## src/design/sbt_pkg.sv

```systemverilog
// Purpose: Constants and types for the memory boundary-scan test port
// Assumes: Test clock sampled by a 10 MHz system clock
// Notes: Identification fields other than the presence bit are arbitrary
`default_nettype none
package sbt_pkg;
    // ----------------------------------------------------------------
    // Register widths, reset edge count and capture pattern
    // ----------------------------------------------------------------
    localparam int IR_W = 3;
    localparam int ID_W = 32;
    localparam int BSR_WIDE = 70;
    localparam int BSR_NARROW = 51;
    localparam int BSR_W = BSR_WIDE;
    localparam int TMS_RESET_EDGES = 5;
    localparam logic [1:0] IR_CAPTURE_PAT = 2'h1;

    // ----------------------------------------------------------------
    // Instruction codes
    // ----------------------------------------------------------------
    localparam logic [2:0] INS_EXTEST = 3'h0;
    localparam logic [2:0] INS_IDCODE = 3'h1;
    localparam logic [2:0] INS_SAMPZ = 3'h2;
    localparam logic [2:0] INS_SAMPLE = 3'h4;
    localparam logic [2:0] INS_BYPASS = 3'h7;

    // ----------------------------------------------------------------
    // Identification code fields (values arbitrary, bit 0 fixed)
    // ----------------------------------------------------------------
    localparam logic [3:0] ID_REV = 4'h0;
    localparam logic [4:0] ID_DEPTH = 5'h06;
    localparam logic [4:0] ID_WIDTH = 5'h04;
    localparam logic [5:0] ID_RSVD = 6'h00;
    localparam logic [10:0] ID_MAKER = 11'h155; // arbitrary value
    localparam logic ID_PRESENT = 1'b1;
    localparam logic [31:0] ID_CODE = {ID_REV, ID_DEPTH, ID_WIDTH, ID_RSVD, ID_MAKER, ID_PRESENT};

    // ----------------------------------------------------------------
    // Controller states
    // ----------------------------------------------------------------
    typedef enum logic [3:0] {
        ST_RESET = 4'h0, ST_IDLE = 4'h1, ST_SEL_DR = 4'h2, ST_CAP_DR = 4'h3,
        ST_SH_DR = 4'h4, ST_EX1_DR = 4'h5, ST_PA_DR = 4'h6, ST_EX2_DR = 4'h7,
        ST_UP_DR = 4'h8, ST_SEL_IR = 4'h9, ST_CAP_IR = 4'ha, ST_SH_IR = 4'hb,
        ST_EX1_IR = 4'hc, ST_PA_IR = 4'hd, ST_EX2_IR = 4'he, ST_UP_IR = 4'hf
    } sbt_state_e;
endpackage : sbt_pkg
`default_nettype wire

```

## src/design/sbt_tap.sv

```systemverilog
// Purpose: Boundary-scan test access port of a burst memory
// Assumes: Test clock far slower than CLK, sampled and edge-detected
// Notes: Observe only; the port never drives the memory core
`default_nettype none

// What this block does
// [RULE_01] Step controller on TMS at clock rise
// [RULE_02] Shift TDI into selected register top bit
// [RULE_03] Update TDO on falling edge, LSB
// [RULE_04] State and instruction pick one register
// [RULE_05] Five TMS-high edges reset, IDCODE held
// [RULE_06] Test reset leaves memory operation alone
// [RULE_07] Power-up reset floats TDO
// [RULE_08] Three-bit instruction, loaded only in path
// [RULE_09] Instruction capture loads 01 low bits
// [RULE_10] New instruction active only at update
// [RULE_11] IDCODE default at power-up and reset
// [RULE_12] One-bit bypass, cleared under BYPASS
// [RULE_13] Boundary chain 70 or 51 bits
// [RULE_14] Capture pads, then shift boundary chain
// [RULE_15] Identification code captured, LSB first
// [RULE_16] All-zero is sample plus outputs floated
// [RULE_17] SAMPLE-Z floats outputs, shifts chain
// [RULE_18] Sample snapshots pads at capture
// [RULE_19] Data update does nothing, no preload
// [RULE_20] Port only observes, never drives core
// [RULE_21] Tester holds inputs stable during capture
// [RULE_22] Bypass stage in path under BYPASS
// [RULE_23] Codes 000 EXTEST, 001 IDCODE, 010 SAMPLE-Z
// [RULE_24] Identification bit 0 is one
// [RULE_25] Sixteen-state controller
module sbt_tap (
    // Clock and reset
    input wire logic CLK,
    input wire logic RST_B,
    // Test pins
    input wire logic TCK,
    input wire logic TMS,
    input wire logic TDI,
    output logic TDO,
    output logic TDO_OE,
    // Pad ring observation
    input wire logic [sbt_pkg::BSR_W-1:0] PAD_IN,
    input wire logic PAD_VALID,
    output logic PAD_READY,
    // Output float override
    output logic OUT_HIZ,
    // Test state
    output logic TEST_RESET
);
    // ----------------------------------------------------------------
    // Reset release and pin sampling
    // ----------------------------------------------------------------
    logic [1:0] rst_sync_q;
    logic rst_n;
    logic [2:0] tck_s1_q, tck_s2_q;
    logic tck_prev_q;
    logic rise, fall;

    // Reset release synchroniser
    always_ff @(posedge CLK or negedge RST_B)
    begin
        if (!RST_B)
            rst_sync_q <= 2'h0;
        else
            rst_sync_q <= {rst_sync_q[0], 1'b1};
    end
    assign rst_n = rst_sync_q[1];

    // Two-stage sampling of TCK, TMS, TDI
    always_ff @(posedge CLK or negedge rst_n)
    begin
        if (!rst_n)
        begin
            tck_s1_q <= 3'h3; // TCK idles low, TMS and TDI high
            tck_s2_q <= 3'h3; // No false edge after reset
            tck_prev_q <= 1'b0;
        end
        else
        begin
            tck_s1_q <= {TCK, TMS, TDI};
            tck_s2_q <= tck_s1_q;
            tck_prev_q <= tck_s2_q[2];
        end
    end
    wire tck_s = tck_s2_q[2];
    wire tms_s = tck_s2_q[1];
    wire tdi_s = tck_s2_q[0];
    assign rise = tck_s & ~tck_prev_q;
    assign fall = ~tck_s & tck_prev_q;

    // ----------------------------------------------------------------
    // Controller
    // ----------------------------------------------------------------
    sbt_pkg::sbt_state_e st_q, st_d;

    // Next state from TMS
    always_comb
    begin
        unique case (st_q)
            sbt_pkg::ST_RESET:  st_d = tms_s ? sbt_pkg::ST_RESET : sbt_pkg::ST_IDLE;
            sbt_pkg::ST_IDLE:   st_d = tms_s ? sbt_pkg::ST_SEL_DR : sbt_pkg::ST_IDLE;
            sbt_pkg::ST_SEL_DR: st_d = tms_s ? sbt_pkg::ST_SEL_IR : sbt_pkg::ST_CAP_DR;
            sbt_pkg::ST_CAP_DR: st_d = tms_s ? sbt_pkg::ST_EX1_DR : sbt_pkg::ST_SH_DR;
            sbt_pkg::ST_SH_DR:  st_d = tms_s ? sbt_pkg::ST_EX1_DR : sbt_pkg::ST_SH_DR;
            sbt_pkg::ST_EX1_DR: st_d = tms_s ? sbt_pkg::ST_UP_DR : sbt_pkg::ST_PA_DR;
            sbt_pkg::ST_PA_DR:  st_d = tms_s ? sbt_pkg::ST_EX2_DR : sbt_pkg::ST_PA_DR;
            sbt_pkg::ST_EX2_DR: st_d = tms_s ? sbt_pkg::ST_UP_DR : sbt_pkg::ST_SH_DR;
            sbt_pkg::ST_UP_DR:  st_d = tms_s ? sbt_pkg::ST_SEL_DR : sbt_pkg::ST_IDLE;
            sbt_pkg::ST_SEL_IR: st_d = tms_s ? sbt_pkg::ST_RESET : sbt_pkg::ST_CAP_IR;
            sbt_pkg::ST_CAP_IR: st_d = tms_s ? sbt_pkg::ST_EX1_IR : sbt_pkg::ST_SH_IR;
            sbt_pkg::ST_SH_IR:  st_d = tms_s ? sbt_pkg::ST_EX1_IR : sbt_pkg::ST_SH_IR;
            sbt_pkg::ST_EX1_IR: st_d = tms_s ? sbt_pkg::ST_UP_IR : sbt_pkg::ST_PA_IR;
            sbt_pkg::ST_PA_IR:  st_d = tms_s ? sbt_pkg::ST_EX2_IR : sbt_pkg::ST_PA_IR;
            sbt_pkg::ST_EX2_IR: st_d = tms_s ? sbt_pkg::ST_UP_IR : sbt_pkg::ST_SH_IR;
            sbt_pkg::ST_UP_IR:  st_d = tms_s ? sbt_pkg::ST_SEL_DR : sbt_pkg::ST_IDLE;
        endcase
    end

    // [RULE_01] [RULE_25] state step on rise
    always_ff @(posedge CLK or negedge rst_n)
    begin
        if (!rst_n)
            st_q <= sbt_pkg::ST_RESET;
        else if (rise)
            st_q <= st_d;
    end

    // ----------------------------------------------------------------
    // Instruction decode and path select
    // ----------------------------------------------------------------
    logic [2:0] ir_sh_q, ir_q;
    logic byp_q;
    logic [sbt_pkg::ID_W-1:0] id_q;
    logic [sbt_pkg::BSR_W-1:0] bsr_q;

    // [RULE_23] [RULE_16] [RULE_17] code decode
    wire ins_id = (ir_q == sbt_pkg::INS_IDCODE);
    wire ins_float = (ir_q == sbt_pkg::INS_EXTEST) || (ir_q == sbt_pkg::INS_SAMPZ);
    wire ins_scan = ins_float || (ir_q == sbt_pkg::INS_SAMPLE);
    wire ins_byp = !ins_id && !ins_scan;
    wire in_sh_dr = (st_q == sbt_pkg::ST_SH_DR);
    wire in_sh_ir = (st_q == sbt_pkg::ST_SH_IR);
    wire in_cap_dr = (st_q == sbt_pkg::ST_CAP_DR);
    // [RULE_04] one register feeds TDO
    wire tdo_bit = in_sh_ir ? ir_sh_q[0] :
                   ins_id ? id_q[0] :
                   ins_scan ? bsr_q[0] : byp_q;

    // ----------------------------------------------------------------
    // Pad capture buffer (two entries)
    // ----------------------------------------------------------------
    logic [sbt_pkg::BSR_W-1:0] buf_q [2];
    logic [1:0] buf_cnt_q;
    logic buf_rd_q, buf_wr_q;
    logic [sbt_pkg::BSR_W-1:0] pad_snap_q;
    // [RULE_21] latest stable snapshot held
    wire buf_push = PAD_VALID && PAD_READY && (buf_cnt_q != 2'h2);
    wire buf_pop = (buf_cnt_q != 2'h0);

    // Buffer write, read and count
    always_ff @(posedge CLK or negedge rst_n)
    begin
        if (!rst_n)
        begin
            buf_cnt_q <= 2'h0;
            buf_rd_q <= 1'b0;
            buf_wr_q <= 1'b0;
            pad_snap_q <= '0;
        end
        else
        begin
            if (buf_push)
                buf_wr_q <= ~buf_wr_q;
            if (buf_pop)
            begin
                buf_rd_q <= ~buf_rd_q;
                pad_snap_q <= buf_q[buf_rd_q];
            end
            buf_cnt_q <= buf_cnt_q + {1'b0, buf_push} - {1'b0, buf_pop};
        end
    end

    // Buffer storage
    always_ff @(posedge CLK)
    begin
        if (buf_push)
            buf_q[buf_wr_q] <= PAD_IN;
    end

    // ----------------------------------------------------------------
    // Serial registers
    // ----------------------------------------------------------------
    // [RULE_08] [RULE_09] [RULE_10] instruction shift
    always_ff @(posedge CLK or negedge rst_n)
    begin
        if (!rst_n)
            ir_sh_q <= sbt_pkg::INS_IDCODE;
        else if (rise && st_q == sbt_pkg::ST_CAP_IR)
            ir_sh_q <= {1'b0, sbt_pkg::IR_CAPTURE_PAT};
        else if (rise && in_sh_ir)
            ir_sh_q <= {tdi_s, ir_sh_q[2:1]};
    end

    // [RULE_05] [RULE_11] [RULE_10] active instruction
    always_ff @(posedge CLK or negedge rst_n)
    begin
        if (!rst_n)
            ir_q <= sbt_pkg::INS_IDCODE;
        else if (st_q == sbt_pkg::ST_RESET)
            ir_q <= sbt_pkg::INS_IDCODE;
        else if (rise && st_q == sbt_pkg::ST_UP_IR)
            ir_q <= ir_sh_q;
    end

    // [RULE_12] [RULE_22] [RULE_02] bypass stage
    always_ff @(posedge CLK or negedge rst_n)
    begin
        if (!rst_n)
            byp_q <= 1'b0;
        else if (rise && ins_byp && in_cap_dr)
            byp_q <= 1'b0;
        else if (rise && ins_byp && in_sh_dr)
            byp_q <= tdi_s;
    end

    // [RULE_15] [RULE_24] identification register
    always_ff @(posedge CLK or negedge rst_n)
    begin
        if (!rst_n)
            id_q <= sbt_pkg::ID_CODE;
        else if (rise && ins_id && in_cap_dr)
            id_q <= sbt_pkg::ID_CODE;
        else if (rise && ins_id && in_sh_dr)
            id_q <= {tdi_s, id_q[sbt_pkg::ID_W-1:1]};
    end

    // [RULE_13] [RULE_14] [RULE_18] [RULE_19] boundary chain
    always_ff @(posedge CLK or negedge rst_n)
    begin
        if (!rst_n)
            bsr_q <= '0;
        else if (rise && ins_scan && in_cap_dr)
            bsr_q <= pad_snap_q;
        else if (rise && ins_scan && in_sh_dr)
            bsr_q <= {tdi_s, bsr_q[sbt_pkg::BSR_W-1:1]};
    end

    // ----------------------------------------------------------------
    // Outputs
    // ----------------------------------------------------------------
    // [RULE_03] [RULE_07] TDO on fall
    always_ff @(posedge CLK or negedge rst_n)
    begin
        if (!rst_n)
        begin
            TDO <= 1'b0;
            TDO_OE <= 1'b0;
        end
        else if (fall)
        begin
            TDO <= tdo_bit;
            TDO_OE <= in_sh_dr || in_sh_ir;
        end
    end

    // [RULE_06] [RULE_20] float only, no drive
    always_ff @(posedge CLK or negedge rst_n)
    begin
        if (!rst_n)
        begin
            OUT_HIZ <= 1'b0;
            TEST_RESET <= 1'b1;
            PAD_READY <= 1'b0;
        end
        else
        begin
            OUT_HIZ <= ins_float && (st_q != sbt_pkg::ST_RESET);
            TEST_RESET <= (st_q == sbt_pkg::ST_RESET);
            PAD_READY <= (buf_cnt_q == 2'h0);
        end
    end

    // ----------------------------------------------------------------
    // Checks
    // ----------------------------------------------------------------
    logic [2:0] tms_hi_cnt_q;
    // Count of consecutive TMS-high rises, saturating
    always_ff @(posedge CLK or negedge rst_n)
    begin
        if (!rst_n)
            tms_hi_cnt_q <= 3'h0;
        else if (rise)
            tms_hi_cnt_q <= tms_s ? ((tms_hi_cnt_q == 3'h5) ? 3'h5 : tms_hi_cnt_q + 3'h1) : 3'h0;
    end

    AST_FIVE_RESET: assert property (@(posedge CLK) disable iff (!rst_n) // [RULE_05]
        tms_hi_cnt_q == 3'h5 |-> st_q == sbt_pkg::ST_RESET)
        else $error("five high TMS edges did not reset");
    AST_IDCODE_IN_RESET: assert property (@(posedge CLK) disable iff (!rst_n) // [RULE_11]
        st_q == sbt_pkg::ST_RESET |=> ir_q == sbt_pkg::INS_IDCODE)
        else $error("instruction not IDCODE in reset");
    AST_STEP_ON_RISE: assert property (@(posedge CLK) disable iff (!rst_n) // [RULE_01]
        !rise |=> $stable(st_q))
        else $error("state moved without clock rise");
    AST_TDO_ON_FALL: assert property (@(posedge CLK) disable iff (!rst_n) // [RULE_03]
        !fall |=> $stable(TDO))
        else $error("TDO changed off falling edge");
    AST_IR_CAPTURE: assert property (@(posedge CLK) disable iff (!rst_n) // [RULE_09]
        rise && st_q == sbt_pkg::ST_CAP_IR |=> ir_sh_q[1:0] == 2'h1)
        else $error("instruction capture pattern wrong");
    AST_IR_UPDATE_ONLY: assert property (@(posedge CLK) disable iff (!rst_n) // [RULE_10]
        $changed(ir_q) |-> $past(st_q) inside {sbt_pkg::ST_UP_IR, sbt_pkg::ST_RESET})
        else $error("instruction changed outside update");
    AST_ID_CAPTURE: assert property (@(posedge CLK) disable iff (!rst_n) // [RULE_15]
        rise && ins_id && in_cap_dr |=> id_q == sbt_pkg::ID_CODE && id_q[0])
        else $error("identification capture wrong");
    AST_FLOAT: assert property (@(posedge CLK) disable iff (!rst_n) // [RULE_16]
        ins_float && st_q != sbt_pkg::ST_RESET |=> OUT_HIZ)
        else $error("outputs not floated");
    AST_NO_PRELOAD: assert property (@(posedge CLK) disable iff (!rst_n) // [RULE_19]
        st_q == sbt_pkg::ST_UP_DR |=> $stable(bsr_q))
        else $error("data update changed chain");
endmodule : sbt_tap
`default_nettype wire

```

## config.mk

```make
export PLATFORM = sky130hd
export DESIGN_NAME = sbt_tap
export DESIGN_NICKNAME = d
export VERILOG_FILES = /design/src/design/sbt_pkg.sv /design/src/design/sbt_tap.sv
export SDC_FILE = /design/constraint.sdc
export NUM_CORES = 1
export LEC_CHECK = 0
export BUFFER_PORTS_ARGS = -buffer_cell sky130_fd_sc_hd__buf_4
export CAP_MARGIN = 25
export CORE_ASPECT_RATIO = 0.6
export CORE_UTILIZATION = 30
export CTS_CLUSTER_DIAMETER = 50
export DETAILED_ROUTE_END_ITERATION = 7
export PLACE_DENSITY = 0.56
export RECOVER_POWER = 25
export REMOVE_ABC_BUFFERS = 1
export SYNTH_ARGS = -nofsm -noshare
export SYNTH_HDL_FRONTEND = slang
export SYNTH_SLANG_ARGS = --single-unit
```

## constraint.sdc

```tcl
create_clock -name CLK -period 7.9 [get_ports CLK]
set_input_delay 0.395 -clock CLK [delete_from_list [all_inputs] [get_ports CLK]]
set_output_delay 0.395 -clock CLK [all_outputs]
set_load 0.1 [all_outputs]
```

==> impl_metrics.py <==
metrics = {
    "run_status": {
        "status": "finished, violations left",
        "violations": "max-capacitance violations, max-slew violations",
    },
    "final_layout": {
        "fillCellCount": 4212,
        "final_core_util_pct": 35.8,
        "stdcell_area_um2": 15600,
        "drive_gt1_share_pct": 14.2,
        "fin_nets": 1165,
        "syn_to_final_growth_pct": 17.0,
    },
    "floorplanning": {
        "fp-row-count": 59,
        "die_area_um2": 45300,
        "core_area_um2": 43600,
        "ios": 81,
        "die_h_um": 165,
        "die_w_um": 274,
        "start_util_pct": 30.6,
    },
    "logic_synthesis": {
        "synth-seq-cells": 341,
        "synth_edf_count": 140,
        "ys.flop_type": "dfrtp_1",
        "yosys_warnings": 0,
        "synthCells": 1021,
        "synth.distinct_cells": 48,
        "synth-async-reset-ratio_pct": 58.9,
        "ys_seq_area_share_pct": 69.4,
        "synth_common_cells": "nand2_1, dfrtp_1, edfxtp_1, mux2i_1, o21ai_0",
        "synthTopCellsByArea": "dfrtp_1, edfxtp_1, mux2i_1, nand2_1, o21ai_0",
        "yosysMostFrequentCell": "nand2_1",
        "syn-cell-area_um2": 13300,
        "avgSynthCellArea_um2": 13.1,
        "synth.top_cell.area_share_pct": 34.7,
        "yosysTopAreaCell": "dfrtp_1",
    },
    "global_routing": {
        "grt_pass1_vias": 7547,
        "grt_start_max_net_pins": 151,
        "antenna_found_initial": 3,
        "grt.overflow.total": 0,
        "grt_pass1_wl_mm": 40.4,
        "gr-usage-all-layers_pct": 11.2,
    },
    "detailed_routing": {
        "m1WireLength_mm": 12.0,
        "met2WireLength_mm": 10.7,
        "met3_length_mm": 1.05,
        "drt-total-wl_mm": 24.3,
        "vias_per_cell": 4.38,
        "vias": 7432,
        "drc": 0,
        "ant_nets": 0,
        "firstDrtPassIters": 4,
        "top_layer_used": "met5",
        "wire_per_inst_um": 14.3,
        "drt-initial-drc-count": 603,
    },
    "clock_tree": {
        "cts_max_level": 2,
        "cts_tree": "built",
        "clock_path_buffers": 3,
        "clkLatencyLatePin_ns": 0.53,
        "path_clk_slew_ns": 0.06,
        "cts_buffers": 36,
        "post_cts_buffers": 0,
        "root_buffer": "clkbuf_16",
        "clock_sinks": 341,
    },
    "sta": {
        "finalHoldViolCount": 0,
        "slew_headroom_pct": -40.7,
        "max_freq_ghz": 0.381,
        "finalCritPeriodShare_pct": 33.2,
        "finalSetupViolations": 0,
        "finalCriticalPeriod_ns": 2.62,
        "fin_setup_tns_ns": 0,
        "skew_ns": 0.0229,
        "slew_violations": 50,
        "grt_setup_unrepaired": "false",
        "worst_pin_slew_ns": 2.11,
    },
    "critical_path": {
        "crit_type": "reg -> async",
        "start_kind": "flip-flop",
        "worstPathArrival_ns": 3.08,
        "endpoint_kind": "async pin",
        "cp_num_cells": 1,
        "crit_chain": "buf_12",
        "cp.required_ns": 8.35,
        "slowest_stage": "dfrtp_1",
        "worst_r2r_endpoint": "buf_rd_q",
        "worstSetupStartpoint": "rst_sync_q[1]",
        "critPathBufInv": 1,
        "crit_fanout": 150,
        "r2r_start": "rst_sync_q[1]",
        "cpPeakStageDelay_ns": 1.76,
        "path_delay_family": "flip-flops",
        "critical_path.endpoint": "buf_rd_q",
        "r2r_cells": 1,
        "regToRegSetupSlack_ns": 5.28,
    },
    "hold_path": {
        "hp-class": "in -> reg",
        "hp-start": "PAD_IN[16]",
    },
    "pwr": {
        "p_leak_uw": 0.00664,
        "ir_worst_vdd_mv": 0.159,
        "powerDensity_nw_per_um2": 305,
    },
    "placed_design": {
        "io_buffers": 80,
        "placed_cell_area_um2": 14400,
        "gp_congestion": 0.708,
        "hpwl_mm": 15.1,
    },
    "flow_run": {
        "drv_cap": 1,
    },
}
metrics by stage:
| stage | cells | power, µW | hold WS, ns | setup WS, ns |
|---|---|---|---|---|
| 6_report | 1698 | 4770 | 0.0786 | 5.28 |
| 5_1_grt | 1696 | 5030 | 0.0551 | 4.72 |
| 4_1_cts | 1695 | 4850 | 0.0239 | 4.82 |
| 3_5_place_dp | 1625 | 3120 | 0.182 | 4.85 |
| 3_3_place_gp | 1623 | 3100 | 0.179 | 4.90 |
| 2_1_floorplan | 955 | 2900 | 0.0994 | 1.91 |
layout by cell type, fill, tap and decap left out, types with 3 or more instances in the layout:
| cell | instances |
|---|---|
| nand2_1 | 204 |
| dfrtp_1 | 184 |
| clkinv_2 | 6 |
| dlygate4sd3_1 | 4 |
| nand3b_1 | 4 |
| o21ai_1 | 32 |
| clkbuf_4 | 46 |
| nor2b_1 | 4 |
| clkbuf_1 | 38 |
| edfxtp_1 | 140 |
| nand2b_1 | 5 |
| o21ai_0 | 136 |
| clkbuf_8 | 4 |
| mux2i_1 | 140 |
| a21oi_1 | 14 |
| dfstp_2 | 16 |
| bufinv_16 | 3 |
| buf_16 | 3 |
| inv_1 | 6 |
| inv_6 | 4 |
| o21ai_2 | 10 |
| buf_4 | 14 |
| clkbuf_16 | 38 |
| nor2_1 | 19 |
worst min path at each step:
stage / endpoint / slack [ns] / depth (start not counted)
floorplan: rst_sync_q[0] / 0.1 / 0
global placement: rst_sync_q[0] / 0.18 / 1
detailed placement: rst_sync_q[0] / 0.18 / 1
CTS: buf_q[1][16] / 0.02 / 1
global route: buf_q[0][32] / 0.06 / 1
finish: buf_q[0][16] / 0.08 / 1
logic make-up after synthesis:
family                    Yosys count  synth area share [%]
other                               1                0.0281
and+or+nand+nor                   251                  7.75
buffers and inverters              72                  3.07
xor gates and xnor gates            3                 0.197
DFF                               341                  69.4
muxes                             142                  10.7
AOI/OAI and AO/OA                 211                  8.93
layer usage:
layer	up-vias	GRT usage, %
met5	-	0
met4	2	3.48
met3	41	2.91
met2	91	17.3
met1	3555	15.5
li1	3743	-
sequential cells by signal, indices dropped and copies added (netlist names), 2 cells and up:
| register | flops |
|---|---|
| buf_cnt_q | 2 |
| bsr_q | 70 |
| st_q | 4 |
| rst_sync_q | 2 |
| tck_s2_q | 3 |
| pad_snap_q | 70 |
| id_q | 32 |
| tck_s1_q | 3 |
| ir_sh_q | 3 |
| ir_q | 3 |
| buf_q | 140 |
power breakdown:
part	internal, µW	switching, µW
registers	2160	199
clock network	1020	683
logic	289	417
total	3470	1300
final cells by class:
type	instances	area [µm²]	share of cell area, %
Antenna cell	2	5.00	0.0321
Clock buffer	52	1040	6.68
Clock inverter	14	159	1.02
Inverter	6	22.5	0.144
Multi-Input combinational cell	608	3700	23.7
Sequential cell	341	9260	59.3
Tap cell	579	724	4.64
Timing Repair Buffer	96	698	4.47
what timing repair did:
| item | CTS | global route |
|---|---|---|
| hold buffers | 4 | 0 |
| gates resized for setup | 0 | 0 |
| hold endpoints to repair | 5 | 0 |
Power figures use the tool's default switching activity.
